--- src/ario_regs.vh ---
// Register map, field positions, reset values and timing for the alarm relay interface.
// Assumes a 32-bit AHB-Lite bus, byte addresses, one aligned word per register.
`ifndef ARIO_REGS_VH
`define ARIO_REGS_VH

// ==========================================================
// Register byte offsets
`define ARIO_OFS_CTRL      8'h00
`define ARIO_OFS_DATA      8'h04
`define ARIO_OFS_OUTMASK   8'h08
`define ARIO_OFS_ENMASK    8'h0c
`define ARIO_OFS_POLMASK   8'h10
`define ARIO_OFS_SEVMASK   8'h14
`define ARIO_OFS_ALSTATE   8'h18
`define ARIO_OFS_RLYSTATE  8'h1c
`define ARIO_OFS_EVENT     8'h20
`define ARIO_OFS_INTSTAT   8'h24
`define ARIO_OFS_INTMASK   8'h28
`define ARIO_OFS_COIL      8'h2c

// ==========================================================
// Control word codes
`define ARIO_CW_GRP0       4'h0
`define ARIO_CW_GRP1       4'h1
`define ARIO_CW_GRP2       4'h2
`define ARIO_CW_GRP3       4'h3
`define ARIO_CW_RELAY      4'h4
`define ARIO_CW_SET        4'h5
`define ARIO_CW_RESET      4'h6
`define ARIO_CW_IDLE       4'hf

// ==========================================================
// Field positions
`define ARIO_INT_MAJOR     0
`define ARIO_INT_MINOR     1
`define ARIO_EVT_MAJOR     8
`define ARIO_COIL_BUSY     16

// ==========================================================
// Reset values
`define ARIO_RST_CTRL      4'hf
`define ARIO_RST_MASK32    32'h0000_0000
`define ARIO_RST_MASK8     8'h00

// ==========================================================
// Timing
`define ARIO_CLK_MHZ       50
`define ARIO_COIL_PULSE_US 10000
`define ARIO_COIL_CYCLES   (`ARIO_COIL_PULSE_US * `ARIO_CLK_MHZ)

`endif

--- src/ario_alarm_relay_io.v ---
// Alarm input sampling, latching relay drive and AHB-Lite register file.
// Assumes alarm and relay sense pins are asynchronous; relays are external latching parts.
//
// How it works
// Relay output mask is eight bits, bit zero drives relay one.
// Mask one sets the relay, mask zero resets it.
// Three 32-bit alarm masks, bit zero is alarm input one.
// Enable mask selects monitored inputs; only their changes are reported.
// Polarity one means active high, zero means active low.
// Severity one marks a major alarm, zero a minor alarm.
// Software loads output mask and the three alarm masks at start of service.
// Isolated alarm line reads zero while its input is active.
// Alarms are read eight at a time, group chosen by the control word.
// Each relay has separate set and reset coil drive; state persists.
// Relay contact state is read back when its group is selected.
// Set pattern on data plus set-latch control word energizes set coils.
// Software removes the coil command once the relay has latched.
// Reset works as set, through the reset latch and reset coils.
// Master reset low clears both latches and de-energizes every coil.
// After reset software should read relays back and re-command them.
// The 4-bit control word decodes one-hot to seven selects.
// Changed enabled inputs raise an event with index and major/minor class.
`include "ario_regs.vh"

module ario_alarm_relay_io #(
  parameter       NUM_ALARMS  = 32,
  parameter       NUM_RELAYS  = 8,
  parameter [31:0] COIL_CYCLES = `ARIO_COIL_CYCLES
) (
  input  wire        mclk,
  input  wire        rst,
  input  wire        system_reset_low,
  input  wire        hsel,
  input  wire [31:0] haddr,
  input  wire [1:0]  htrans,
  input  wire        hwrite,
  input  wire [2:0]  hsize,
  input  wire [31:0] hwdata,
  input  wire        hready,
  output wire        hreadyout,
  output wire        hresp,
  output reg  [31:0] hrdata,
  input  wire [31:0] isolated_alarm_lines,
  input  wire [7:0]  relay_sense,
  output reg  [7:0]  set_coil,
  output reg  [7:0]  reset_coil,
  output reg         alarm_event,
  output reg  [4:0]  alarm_event_index,
  output reg         alarm_event_major,
  output wire        irq
);

  // ==========================================================
  // Coil pulse states
  localparam [1:0] ST_IDLE  = 2'b01;
  localparam [1:0] ST_PULSE = 2'b10;

  // ==========================================================
  // Functions
  function [6:0] cw_decode;
    input [3:0] cw;
    begin
      case (cw)
        `ARIO_CW_GRP0:  cw_decode = 7'h01;
        `ARIO_CW_GRP1:  cw_decode = 7'h02;
        `ARIO_CW_GRP2:  cw_decode = 7'h04;
        `ARIO_CW_GRP3:  cw_decode = 7'h08;
        `ARIO_CW_RELAY: cw_decode = 7'h10;
        `ARIO_CW_SET:   cw_decode = 7'h20;
        `ARIO_CW_RESET: cw_decode = 7'h40;
        default:        cw_decode = 7'h00;
      endcase
    end
  endfunction

  function [5:0] lowest_set;
    input [31:0] v;
    integer i;
    begin
      lowest_set = 6'h00;
      for (i = 31; i >= 0; i = i - 1) begin
        if (v[i]) begin
          lowest_set = {1'b1, i[4:0]};
        end
      end
    end
  endfunction

  // ==========================================================
  // Pin synchronisers
  reg  [31:0] al_s1_r, al_s2_r, al_s3_r, al_line_r;
  reg  [7:0]  rl_s1_r, rl_s2_r, rl_s3_r, rl_state_r;
  reg  [2:0]  mr_sync_r;
  reg         mr_active_r;

  always @(posedge mclk or posedge rst) begin
    if (rst) begin
      al_s1_r     <= 32'hffff_ffff;
      al_s2_r     <= 32'hffff_ffff;
      al_s3_r     <= 32'hffff_ffff;
      al_line_r   <= 32'hffff_ffff;
      rl_s1_r     <= 8'h00;
      rl_s2_r     <= 8'h00;
      rl_s3_r     <= 8'h00;
      rl_state_r  <= 8'h00;
      mr_sync_r   <= 3'b000;
      mr_active_r <= 1'b1;
    end else begin
      al_s1_r   <= isolated_alarm_lines;
      al_s2_r   <= al_s1_r;
      al_s3_r   <= al_s2_r;
      al_line_r <= (al_s2_r & al_s3_r) | (al_line_r & (al_s2_r ^ al_s3_r));
      rl_s1_r   <= relay_sense;
      rl_s2_r   <= rl_s1_r;
      rl_s3_r   <= rl_s2_r;
      rl_state_r <= (rl_s2_r & rl_s3_r) | (rl_state_r & (rl_s2_r ^ rl_s3_r));
      mr_sync_r <= {mr_sync_r[1:0], system_reset_low};
      if (mr_sync_r[1] == mr_sync_r[2]) begin
        mr_active_r <= ~mr_sync_r[2];
      end
    end
  end

  // ==========================================================
  // AHB-Lite slave: writes zero wait, reads one wait state
  reg         wr_pend_r;
  reg         rd_wait_r;
  reg  [7:0]  addr_r;
  wire        accept;
  wire        wr_en;

  assign accept    = hsel & htrans[1] & hready;
  assign hreadyout = ~rd_wait_r;
  assign hresp     = 1'b0;
  assign wr_en     = wr_pend_r;

  always @(posedge mclk or posedge rst) begin
    if (rst) begin
      wr_pend_r <= 1'b0;
      rd_wait_r <= 1'b0;
      addr_r    <= 8'h00;
    end else begin
      wr_pend_r <= accept & hwrite;
      if (rd_wait_r) begin
        rd_wait_r <= 1'b0;
      end else begin
        rd_wait_r <= accept & ~hwrite;
      end
      if (accept) begin
        addr_r <= {haddr[7:2], 2'b00};
      end
    end
  end

  // ==========================================================
  // Software registers
  reg  [3:0]  ctrl_r;
  reg  [7:0]  data_r;
  reg  [7:0]  out_mask_r;
  reg  [31:0] en_mask_r, pol_mask_r, sev_mask_r;
  reg  [1:0]  int_stat_r, int_mask_r;
  reg  [1:0]  int_stat_nxt;
  wire [6:0]  sel;

  assign sel = cw_decode(ctrl_r);
  assign irq = |(int_stat_r & int_mask_r);

  always @(posedge mclk or posedge rst) begin
    if (rst) begin
      ctrl_r     <= `ARIO_RST_CTRL;
      data_r     <= `ARIO_RST_MASK8;
      out_mask_r <= `ARIO_RST_MASK8;
      en_mask_r  <= `ARIO_RST_MASK32;
      pol_mask_r <= `ARIO_RST_MASK32;
      sev_mask_r <= `ARIO_RST_MASK32;
      int_mask_r <= 2'b00;
    end else if (wr_en) begin
      case (addr_r)
        `ARIO_OFS_CTRL:    ctrl_r     <= hwdata[3:0];
        `ARIO_OFS_DATA:    data_r     <= hwdata[7:0];
        `ARIO_OFS_OUTMASK: out_mask_r <= hwdata[7:0];
        `ARIO_OFS_ENMASK:  en_mask_r  <= hwdata;
        `ARIO_OFS_POLMASK: pol_mask_r <= hwdata;
        `ARIO_OFS_SEVMASK: sev_mask_r <= hwdata;
        `ARIO_OFS_INTMASK: int_mask_r <= hwdata[1:0];
        default:           ctrl_r     <= ctrl_r;
      endcase
    end
  end

  // ==========================================================
  // Alarm change detection
  reg  [31:0] active_now;
  reg  [31:0] rep_r;
  reg  [31:0] changed;
  reg  [5:0]  pick;

  always @* begin
    active_now = ~(al_line_r ^ pol_mask_r);
    changed    = (active_now ^ rep_r) & en_mask_r;
    pick       = lowest_set(changed);
  end

  always @(posedge mclk or posedge rst) begin
    if (rst) begin
      rep_r             <= 32'h0000_0000;
      alarm_event       <= 1'b0;
      alarm_event_index <= 5'h00;
      alarm_event_major <= 1'b0;
    end else begin
      alarm_event <= pick[5];
      rep_r       <= (rep_r & en_mask_r) | (active_now & ~en_mask_r);
      if (pick[5]) begin
        rep_r[pick[4:0]]  <= active_now[pick[4:0]];
        alarm_event_index <= pick[4:0];
        alarm_event_major <= sev_mask_r[pick[4:0]];
      end
    end
  end

  // ==========================================================
  // Interrupt status, write one to clear, set wins
  always @* begin
    int_stat_nxt = int_stat_r;
    if (wr_en && addr_r == `ARIO_OFS_INTSTAT) begin
      int_stat_nxt = int_stat_r & ~hwdata[1:0];
    end
    if (alarm_event) begin
      int_stat_nxt[`ARIO_INT_MAJOR] = int_stat_nxt[`ARIO_INT_MAJOR] | alarm_event_major;
      int_stat_nxt[`ARIO_INT_MINOR] = int_stat_nxt[`ARIO_INT_MINOR] | ~alarm_event_major;
    end
  end

  always @(posedge mclk or posedge rst) begin
    if (rst) begin
      int_stat_r <= 2'b00;
    end else begin
      int_stat_r <= int_stat_nxt;
    end
  end

  // ==========================================================
  // Set and reset latches with timed output-mask pulse
  reg  [1:0]  state_r;
  reg  [31:0] pulse_cnt_r;
  wire        mask_wr;
  wire        sel_wr;
  wire [6:0]  wr_sel;
  wire [7:0]  wr_pat;

  assign mask_wr = wr_en && addr_r == `ARIO_OFS_OUTMASK;
  assign sel_wr  = wr_en && (addr_r == `ARIO_OFS_CTRL || addr_r == `ARIO_OFS_DATA);
  // A control-word write latches per the new word, so leaving set or reset never re-fires a coil
  assign wr_sel  = (addr_r == `ARIO_OFS_CTRL) ? cw_decode(hwdata[3:0]) : sel;
  assign wr_pat  = (addr_r == `ARIO_OFS_DATA) ? hwdata[7:0] : data_r;

  always @(posedge mclk or posedge rst) begin
    if (rst) begin
      state_r     <= ST_IDLE;
      pulse_cnt_r <= 32'h0000_0000;
      set_coil    <= 8'h00;
      reset_coil  <= 8'h00;
    end else if (mr_active_r) begin
      state_r     <= ST_IDLE;
      pulse_cnt_r <= 32'h0000_0000;
      set_coil    <= 8'h00;
      reset_coil  <= 8'h00;
    end else begin
      case (state_r)
        ST_IDLE: begin
          if (mask_wr) begin
            set_coil    <= hwdata[7:0];
            reset_coil  <= ~hwdata[7:0];
            pulse_cnt_r <= COIL_CYCLES;
            state_r     <= ST_PULSE;
          end else if (sel_wr) begin
            if (wr_sel[5]) begin
              set_coil <= wr_pat;
            end
            if (wr_sel[6]) begin
              reset_coil <= wr_pat;
            end
          end
        end
        ST_PULSE: begin
          if (pulse_cnt_r <= 32'h0000_0001) begin
            set_coil   <= 8'h00;
            reset_coil <= 8'h00;
            state_r    <= ST_IDLE;
          end else begin
            pulse_cnt_r <= pulse_cnt_r - 32'h0000_0001;
          end
        end
        default: begin
          state_r <= ST_IDLE;
        end
      endcase
    end
  end

  // ==========================================================
  // Read mux, sampled in the read wait state
  reg  [31:0] rd_mux;

  always @* begin
    rd_mux = 32'h0000_0000;
    case (addr_r)
      `ARIO_OFS_CTRL:     rd_mux[3:0] = ctrl_r;
      `ARIO_OFS_DATA: begin
        if (sel[0])      rd_mux[7:0] = al_line_r[7:0];
        else if (sel[1]) rd_mux[7:0] = al_line_r[15:8];
        else if (sel[2]) rd_mux[7:0] = al_line_r[23:16];
        else if (sel[3]) rd_mux[7:0] = al_line_r[31:24];
        else if (sel[4]) rd_mux[7:0] = rl_state_r;
        else             rd_mux[7:0] = data_r;
      end
      `ARIO_OFS_OUTMASK:  rd_mux[7:0] = out_mask_r;
      `ARIO_OFS_ENMASK:   rd_mux      = en_mask_r;
      `ARIO_OFS_POLMASK:  rd_mux      = pol_mask_r;
      `ARIO_OFS_SEVMASK:  rd_mux      = sev_mask_r;
      `ARIO_OFS_ALSTATE:  rd_mux      = rep_r;
      `ARIO_OFS_RLYSTATE: rd_mux[7:0] = rl_state_r;
      `ARIO_OFS_EVENT: begin
        rd_mux[4:0]            = alarm_event_index;
        rd_mux[`ARIO_EVT_MAJOR] = alarm_event_major;
      end
      `ARIO_OFS_INTSTAT:  rd_mux[1:0] = int_stat_r;
      `ARIO_OFS_INTMASK:  rd_mux[1:0] = int_mask_r;
      `ARIO_OFS_COIL: begin
        rd_mux[7:0]            = set_coil;
        rd_mux[15:8]           = reset_coil;
        rd_mux[`ARIO_COIL_BUSY] = state_r[1];
      end
      default:            rd_mux      = 32'h0000_0000;
    endcase
  end

  always @(posedge mclk or posedge rst) begin
    if (rst) begin
      hrdata <= 32'h0000_0000;
    end else if (rd_wait_r) begin
      hrdata <= rd_mux;
    end
  end

endmodule

--- config.mk ---
export PLATFORM = sky130hd
export DESIGN_NAME = ario_alarm_relay_io
export DESIGN_NICKNAME = d
export VERILOG_FILES = /design/src/ario_alarm_relay_io.v
export VERILOG_INCLUDE_DIRS = /design/src
export SDC_FILE = /design/constraint.sdc
export NUM_CORES = 1
export LEC_CHECK = 0
export ABC_AREA = 0
export BUFFER_PORTS_ARGS = -buffer_cell sky130_fd_sc_hd__buf_4
export CORE_ASPECT_RATIO = 0.9
export CORE_UTILIZATION = 50
export DETAILED_ROUTE_END_ITERATION = 7
export PLACE_DENSITY = 0.69
export SETUP_SLACK_MARGIN = 0.3
export SLEW_MARGIN = 20
export SYNTH_ARGS = -nofsm -noshare
export SYNTH_HDL_FRONTEND = slang
export SYNTH_SLANG_ARGS = --single-unit
--- constraint.sdc ---
create_clock -name mclk -period 37.4 [get_ports mclk]
set_input_delay 5.61 -clock mclk [delete_from_list [all_inputs] [get_ports mclk]]
set_output_delay 5.61 -clock mclk [all_outputs]
set_load 0.02 [all_outputs]
After elaboration in Yosys (flattened, before gate mapping) --
Cells that the tools add are included.
Operators by class: reduce and logical (&&, ||, !) cells 20, bitwise gates (word level) 30, $lt $le $gt $ge 3, add/subtract/negate cells 1, muxes and demuxes 78, equal/unequal tests 32
Operators with widths (count):
- 6-bit two-way mux | 32
- 32-bit bitwise AND | 5
- 32-bit two-way mux | 4
- 8-bit two-way mux | 15
- 7-bit one-hot mux with 7 select lines | 2
- 32-bit XOR | 3
- 32-bit NOT | 2
- 32-bit bitwise OR | 2
- 32-bit one-hot mux with 2 select lines | 1
- 15-bit one-hot mux with 4 select lines | 1
- 8-bit one-hot mux with 5 select lines | 1
- 32-bit bitwise mux | 1
- 32-bit by 1-bit less-or-equal comparator with 1-bit output (second input constant) | 1
- 8-bit one-hot mux with 2 select lines | 2
- 32-bit by 1-bit subtractor with 32-bit output (second input constant) | 1
- 4-bit by 3-bit equality test with 1-bit output (second input constant) | 6
- 6-bit by 3-bit equality test with 1-bit output (second input constant) | 4
- 6-bit by 4-bit equality test with 1-bit output (second input constant) | 4
- 2-bit one-hot mux with 12 select lines | 1
- 3-bit one-hot mux with 8 select lines | 1
- 2-bit one-hot mux with 10 select lines | 1
- 8-bit bitwise AND | 2
- 4-bit by 2-bit equality test with 1-bit output (second input constant) | 4
- 2-bit AND reduction | 7
- other kinds (34) | 61
Word-level totals: register bits after elaboration 413, input bits 115, logic and storage cells 194

Depth between registers and ports, before layout --
Gate-level depths: netlist (run 1).
depth after elaboration 42, gate-level depth with buffers 12, depth with buffers taken out 10

Least setup slack after synthesis (run 1) --
OpenSTA, ideal clock, no wires.
kind input port to flip-flop, start input port hwdata[2], end register set_coil[0], slack 30305 ps, data required time 37266 ps, stages on the path 7, library setup time 134 ps, arrival 6960 ps, cells stage by stage clkbuf_1 > nor4bb_1 > o21bai_1 > a21oi_1 > nor3_1 > clkbuf_1 > o31ai_1
Between the ends: longest elaborated chain between the ends 5, elaborated cells on any way between the ends 11, those cells by class eq/ne (7); mux (2); reduce/logical (2)
Ends and longest elaborated chain:
- from (decl) | line ario_alarm_relay_io.v:38 | input wire [31:0] hwdata,
- 4-bit by 3-bit equality test with 1-bit output (tied with other cells) | line ario_alarm_relay_io.v:63 | case (cw)
- 7-bit one-hot mux with 7 select lines (*) | line ario_alarm_relay_io.v:63
- 7-bit two-way mux (*) | line ario_alarm_relay_io.v:254 | assign wr_sel = (addr_r == `ARIO_OFS_CTRL) ? cw_decode(hwdata[3:0]) : sel;
- 4-bit inequality test (no line) (*)
- 4-bit AND reduction (no line) (*)
- to (signal assigned) | line ario_alarm_relay_io.v:272 | set_coil <= hwdata[7:0];
- to (signal assigned) | line ario_alarm_relay_io.v:278 | set_coil <= wr_pat;
- to (decl) | line ario_alarm_relay_io.v:45 | output reg [7:0] set_coil,
Every way passes the cells marked *; elsewhere a longest branch is shown, timed or not. A chain may end at the register's enable or synchronous reset.

Final worst setup path (run 1) --
start register rd_wait_r, end output port hreadyout
Between the ends: longest elaborated chain between the ends 1
Ends and longest elaborated chain:
- from (decl) | line ario_alarm_relay_io.v:127 | reg rd_wait_r;
- from (signal assigned) | line ario_alarm_relay_io.v:147 | rd_wait_r <= accept & ~hwrite;
- 1-bit NOT | line ario_alarm_relay_io.v:133 | assign hreadyout = ~rd_wait_r;
- to (decl) | line ario_alarm_relay_io.v:40 | output wire hreadyout,
No other way between the ends.

==> impl_metrics.env, run 1 <==
export IMPL_start_util_pct=50.58
export IMPL_rsz0062_at_grt="no"
export IMPL_holdBufCountCts=0
export IMPL_hold_ws_ns=0.3467
export IMPL_required_ns=31.79
export IMPL_finalCritPeriodShare_pct=19.95
export IMPL_crit_type="reg -> out"
export IMPL_period_needed_ns=7.460
export IMPL_diodes=0
export IMPL_cp_buffers_inverters=4
export IMPL_synth_xor_area_share_pct=6.184
export IMPL_final_nets=1831
export IMPL_synth_edff_count=0
export IMPL_slew_limit_headroom_pct=22.15
export IMPL_ctsResizeCount=0
export IMPL_power_leakage_nw=9.949
export IMPL_skew_ns=0.01718
export IMPL_cts_tree="built"
export IMPL_grt_pass1_vias=13731
export IMPL_cp_num_cells=4
export IMPL_seqPwrFrac_pct=40.2
export IMPL_status="finished, final reports clean"
export IMPL_reg2reg_from="al_line_r[8]"
export IMPL_finalHoldViolations=0
export IMPL_grt_max_degree=144
export IMPL_grt_overflow=0
export IMPL_cap_violations=0
export IMPL_dpl_hpwl_um=36730
export IMPL_avgSynthCellArea_um2=12.57
export IMPL_reg2reg_depth=11
export IMPL_dp_slack_ns=29.84
export IMPL_num_io_pins=173
export IMPL_dr_pass1_iters=6
export IMPL_h_tree_depth=2
export IMPL_die_height_um=188.7
export IMPL_routed_wirelength_um=52790
export IMPL_crit_fanout=34
export IMPL_synth_compound_area_share_pct=14.79
export IMPL_antenna_left=0
export IMPL_die_w_um=209.4
export IMPL_min_path_type="reg -> reg"
export IMPL_finalSetupTns_ns=0
export IMPL_clk_pin_slew_worst_paths_ns=0.06
export IMPL_ys_async_sr_fraction_pct=100.0
export IMPL_cp_start_kind="register"
export IMPL_yosysSeqAreaShare_pct=54.24
export IMPL_finalMaxSlewViolations=0
export IMPL_vias=13762
export IMPL_core_um2=38290
export IMPL_reg2reg_to="rep_r[31]"
export IMPL_setup_viol=0
export IMPL_worst_pin_slew_ns=1.138
export IMPL_clock_sinks=413
export IMPL_setup_slack_ns=29.94
export IMPL_clk_latency_ns=0.58
export IMPL_synth_cells=1540
export IMPL_drcViolationCount=0
export IMPL_rrSetupSlack_ns=32.93
export IMPL_synthToLayoutAreaGrowth_pct=15.56
export IMPL_crit_family="buffers and inverters"
export IMPL_ys_types=82
export IMPL_synthesis_nets=1697
export IMPL_swShare_pct=34.23
export IMPL_syn_cell_area_um2=19360
export IMPL_yosys_warnings=0
export IMPL_muxShareOfSynthArea_pct=11.68
export IMPL_gp_congestion=0.9549
export IMPL_antenna_found_initial=0
export IMPL_drive_gt1_share_pct=31.40
export IMPL_ys_ff_latch=413
export IMPL_wl_per_cell_um=23.99
export IMPL_ys_flop_type="dfrtp_1"
export IMPL_arrival_ns=1.85
export IMPL_num_rows=68
export IMPL_cts_root_buf="clkbuf_16"
export IMPL_p_total_mw=1.414
export IMPL_cts_made_buffers=44
export IMPL_grt_pass1_wl_um=82050
export IMPL_port_buffers=141
export IMPL_combPwrFrac_pct=28.9
export IMPL_drt_vias_per_instance=6.255
export IMPL_dieArea_um2=39520
export IMPL_cpMostUsedCell="buf_4"
export IMPL_synth_top_family_by_area="compound AO/OA/AOI/OAI gates"
export IMPL_critical_path_endpoint_type="output pin"
export IMPL_crit_start="rd_wait_r"
export IMPL_cp_slowest_cell="buf_4"
export IMPL_crit_chain="buf_4 -> clkinv_1 -> buf_4 -> buf_4"
export IMPL_power_frac_clock_pct=30.8
export IMPL_synthTopCellsByArea="dfrtp_1 36%, dfstp_2 18%, mux2_2 7.2%"
export IMPL_cts_setup_buffers=0
export IMPL_p_int_mw=0.9298
export IMPL_fmax_mhz=134.0
export IMPL_synth_area_leader_cell="dfrtp_1"
export IMPL_drt_initial_drc_count=1479
export IMPL_grtUsageTotal_pct=27.29
export IMPL_max_stage_delay_ns=0.35
export IMPL_synth_top_area_share_pct=36.06
export IMPL_synth_adder_area_share_pct=2.714
export IMPL_cp_endpoint="hreadyout"
export IMPL_power_switching_mw=0.4839
export IMPL_ir_drop_uv=49.98
export IMPL_powerDensity_nw_per_um2=63.18
export IMPL_cts_path_max_buffers=3
export IMPL_synth_simple_area_share_pct=8.323
## routing by layer
layer / vias to the layer above / global-route usage (%) / routed length [um]
met2: 631 / 41.46 / 23740
met3: 112 / 5.217 / 4265
met5: - / 0 / 0
met1: 6981 / 38.90 / 23020
met4: 0 / 10.41 / 1757
li1: 6038 / - / -
## cells by family after synthesis
family,count (synthesis)
other,1
muxes,196
AOI/OAI and AO/OA,370
xor gates and xnor gates,84
adders and majority gates,42
DFF,413
and+or+nand+nor,342
buffers and inverters,92
## power by group through the flow
stage / registers [mW] / clock network [mW] / logic, mW
floorplan: 0.560 / 0 / 0.286
global route: 0.574 / 0.465 / 0.435
finish: 0.569 / 0.436 / 0.409
CTS: 0.568 / 0.446 / 0.403
detailed placement: 0.574 / 0 / 0.400
global placement: 0.572 / 0 / 0.394
## flip-flops by register name (all words and copies together) (netlist names), 32 cells and up
register	cells
al_line_r	32
al_s1_r	32
al_s2_r	32
al_s3_r	32
en_mask_r	32
hrdata	32
pol_mask_r	32
pulse_cnt_r	32
rep_r	32
sev_mask_r	32
## layout make-up
cell class / count / area (um^2)
fill: 3147 / 15910
clock inverter: 12 / 105.1
inverter: 17 / 71.32
timing repair buffer: 163 / 1224
multi-input combinational: 1035 / 8499
tap: 490 / 613.1
clock buffer: 70 / 1361
sequential: 413 / 10500
## metrics by stage
step / instance area, um^2 / std cells / util [%]
after floorplan: 19360 / 1540 / -
after global placement: 20910 / 2118 / 54.61
after detailed placement: 20910 / 2118 / 54.61
after CTS: 22370 / 2200 / 58.44
after global routing: 22380 / 2200 / 58.44
final: 22380 / 2200 / 58.44
## cell usage after synthesis, drive strengths merged (27+ instances only)
cell / n
dfstp: 134
a221oi: 53
mux2i: 59
xnor3: 27
a21o: 51
a21oi: 49
mux2: 126
a31oi: 31
clkbuf: 50
nand2: 99
nor3: 29
nor2: 115
dfrtp: 279
xor2: 29
a22oi: 29
ha: 42
## cells in the final DEF, fill, tap and decap left out, types with 10 or more instances in the layout
master and instances:
nand3_1 11, mux2i_1 59, dfstp_2 134, a21o_1 50, a22oi_1 26, nand2b_1 10, nor2_1 110, ha_1 42
o211ai_1 13, inv_1 15, clkbuf_8 12, nand2_1 99, a221oi_1 53, clkbuf_16 46, clkbuf_1 12, nor3_1 28
o21ai_0 15, a31oi_1 23, nand4_1 11, a21oi_1 49, xor2_1 29, mux2_2 123, xnor2_1 22, a22o_1 24
mux4_2 11, a211oi_1 16, dfrtp_1 279, xnor3_1 27, buf_4 163, o2bb2ai_1 19, and2_1 17
## worst min path at each step
stage / start / end / cells past startpoint
2_1_floorplan: mr_sync_r[0] / mr_sync_r[1] / 0
3_3_place_gp: mr_sync_r[0] / mr_sync_r[1] / 0
3_5_place_dp: rl_s1_r[3] / rl_s2_r[3] / 0
4_1_cts: rl_s1_r[3] / rl_s2_r[3] / 0
5_1_grt: al_s1_r[30] / al_s2_r[30] / 0
6_report: rl_s1_r[3] / rl_s2_r[3] / 0
Note: power is estimated with default switching activity, not from simulation.
==> run 2: changes to the inputs <==
Settings changed: PLACE_DENSITY 0.69 to 0.72.
Clock period 37.4 ns to 6.56 ns, I/O delays scaled along.
==> impl_metrics.env, run 2 (same netlist as run 1, synthesis figures left out) <==
export IMPL_cts_made_buffers=43
export IMPL_vias=13717
export IMPL_num_io_pins=173
export IMPL_cts_tree="built"
export IMPL_final_cell_mix="279 x dfrtp_1, 163 x buf_4, 134 x dfstp_2"
export IMPL_cp_start_kind="register"
export IMPL_finalCritPeriodShare_pct=66.59
export IMPL_crit_fanout=31
export IMPL_power_frac_clock_pct=29.9
export IMPL_drive_gt1_share_pct=31.01
export IMPL_holdBufCountCts=0
export IMPL_drcViolationCount=0
export IMPL_clk_pin_slew_worst_paths_ns=0.06
export IMPL_worst_pin_slew_ns=1.140
export IMPL_dr_pass1_iters=7
export IMPL_postLayoutCoreUtil_pct=58.24
export IMPL_num_rows=68
export IMPL_max_stage_delay_ns=0.78
export IMPL_fillers=3163
export IMPL_cts_setup_buffers=0
export IMPL_min_path_type="reg -> reg"
export IMPL_finalMaxSlewViolations=0
export IMPL_wl_per_cell_um=23.68
export IMPL_h_tree_depth=2
export IMPL_routed_wirelength_um=52070
export IMPL_dieArea_um2=39520
export IMPL_dpl_hpwl_um=36350
export IMPL_finalSetupTns_ns=0
export IMPL_cp_slowest_cell="or4_1"
export IMPL_gp_congestion=0.9445
export IMPL_die_w_um=209.4
export IMPL_combPwrFrac_pct=29.3
export IMPL_p_int_mw=5.189
export IMPL_start_util_pct=50.58
export IMPL_finalHoldViolations=0
export IMPL_grtUsageTotal_pct=26.87
export IMPL_synthToLayoutAreaGrowth_pct=15.15
export IMPL_final_nets=1832
export IMPL_power_switching_mw=2.756
export IMPL_drt_vias_per_instance=6.238
export IMPL_grt_overflow=0
export IMPL_skew_ns=0.01784
export IMPL_seqPwrFrac_pct=40.8
export IMPL_power_leakage_nw=9.904
export IMPL_clock_sinks=413
export IMPL_slew_limit_headroom_pct=22.03
export IMPL_ctsResizeCount=0
export IMPL_crit_family="compound AO/OA/AOI/OAI gates"
export IMPL_cts_root_buf="clkbuf_16"
export IMPL_period_needed_ns=4.368
export IMPL_cp_buffers_inverters=0
export IMPL_diodes=0
export IMPL_antenna_found_initial=0
export IMPL_required_ns=6.95
export IMPL_arrival_ns=4.76
export IMPL_cts_path_max_buffers=3
export IMPL_rsz0062_at_grt="no"
export IMPL_ir_drop_uv=296.0
export IMPL_core_um2=38290
export IMPL_crit_type="reg -> reg"
export IMPL_fmax_mhz=228.9
export IMPL_grt_max_degree=168
export IMPL_grt_pass1_vias=13576
export IMPL_drt_initial_drc_count=1489
export IMPL_port_buffers=141
export IMPL_powerDensity_nw_per_um2=356.4
export IMPL_status="finished, final reports clean"
export IMPL_swShare_pct=34.69
export IMPL_critical_path_endpoint_type="register"
export IMPL_finalNonFillerCells=2199
export IMPL_clk_latency_ns=0.57
export IMPL_crit_chain="xnor3_1 -> a22oi_1 -> nor3_1 -> o21bai_1 -> nand3_1 -> or4_1 -> a211oi_2 -> a21o_4 -> a31oi_1"
export IMPL_grt_pass1_wl_um=81300
export IMPL_cap_violations=0
export IMPL_final_common_cell="dfrtp_1"
export IMPL_placedCellCount=2120
export IMPL_antenna_left=0
export IMPL_setup_viol=0
export IMPL_die_height_um=188.7
## run 2: cell types whose count changed in the layout (fill, tap and decap cells not counted), moves of 2 or more
cell / delta
inv_6: +5
clkbuf_8: -5
clkbuf_1: +3
inv_8: -2
buf_12: +2
clkinv_2: -3
## run 2: path summary, 6_finish.rpt
kind / from / end / slack (ns) / depth (start not counted)
worst max-delay path: al_line_r[16] / rep_r[31] / 2.19 / 9
worst min-delay path: rl_s1_r[1] / rl_s2_r[1] / 0.35 / 0
worst max register to register: al_line_r[16] / rep_r[31] / 2.19 / 9
worst min register to register: rl_s1_r[1] / rl_s2_r[1] / 0.35 / 0
max in group asynchronous: rst / pulse_cnt_r[18] / 4.51 / 3
min in group asynchronous: rst / hrdata[11] / 0.65 / 2
## run 2: power groups by stage
stage	combinational (mW)	sequential (mW)	clock [mW]
after floorplan	1.63	3.20	0
after global placement	2.24	3.26	0
after detailed placement	2.27	3.27	0
after CTS	2.29	3.23	2.42
after global routing	2.47	3.27	2.52
final	2.33	3.24	2.38
## run 2: cell type report
cell class	instances	area, um^2	share of cell area, %
clock buffer	67	1279	5.735
clock inverter	12	85.08	0.3816
inverter	17	67.56	0.3030
multi-input combinational	1035	8486	38.06
sequential	413	10500	47.10
tap	490	613.1	2.750
timing repair buffer	165	1264	5.668
## run 2: routing by layer
metal / global-route usage (%) / vias up / wire [um]
li1: - / 6036 / -
met1: 39.27 / 6946 / 22730
met2: 41.14 / 639 / 23580
met3: 4.200 / 96 / 4260
met4: 8.626 / 0 / 1492
met5: 0 / - / 0
## run 2: metrics by stage
stage	total power, mW	area (um^2)	setup slack [ns]	hold slack, ns
after floorplan	4.827	19370	0.1178	0.3312
after global placement	5.498	20930	2.387	0.3323
after detailed placement	5.548	20930	2.344	0.3362
after CTS	7.942	22300	2.351	0.3494
after global routing	8.261	22300	2.108	0.3530
final	7.945	22300	2.192	0.3474
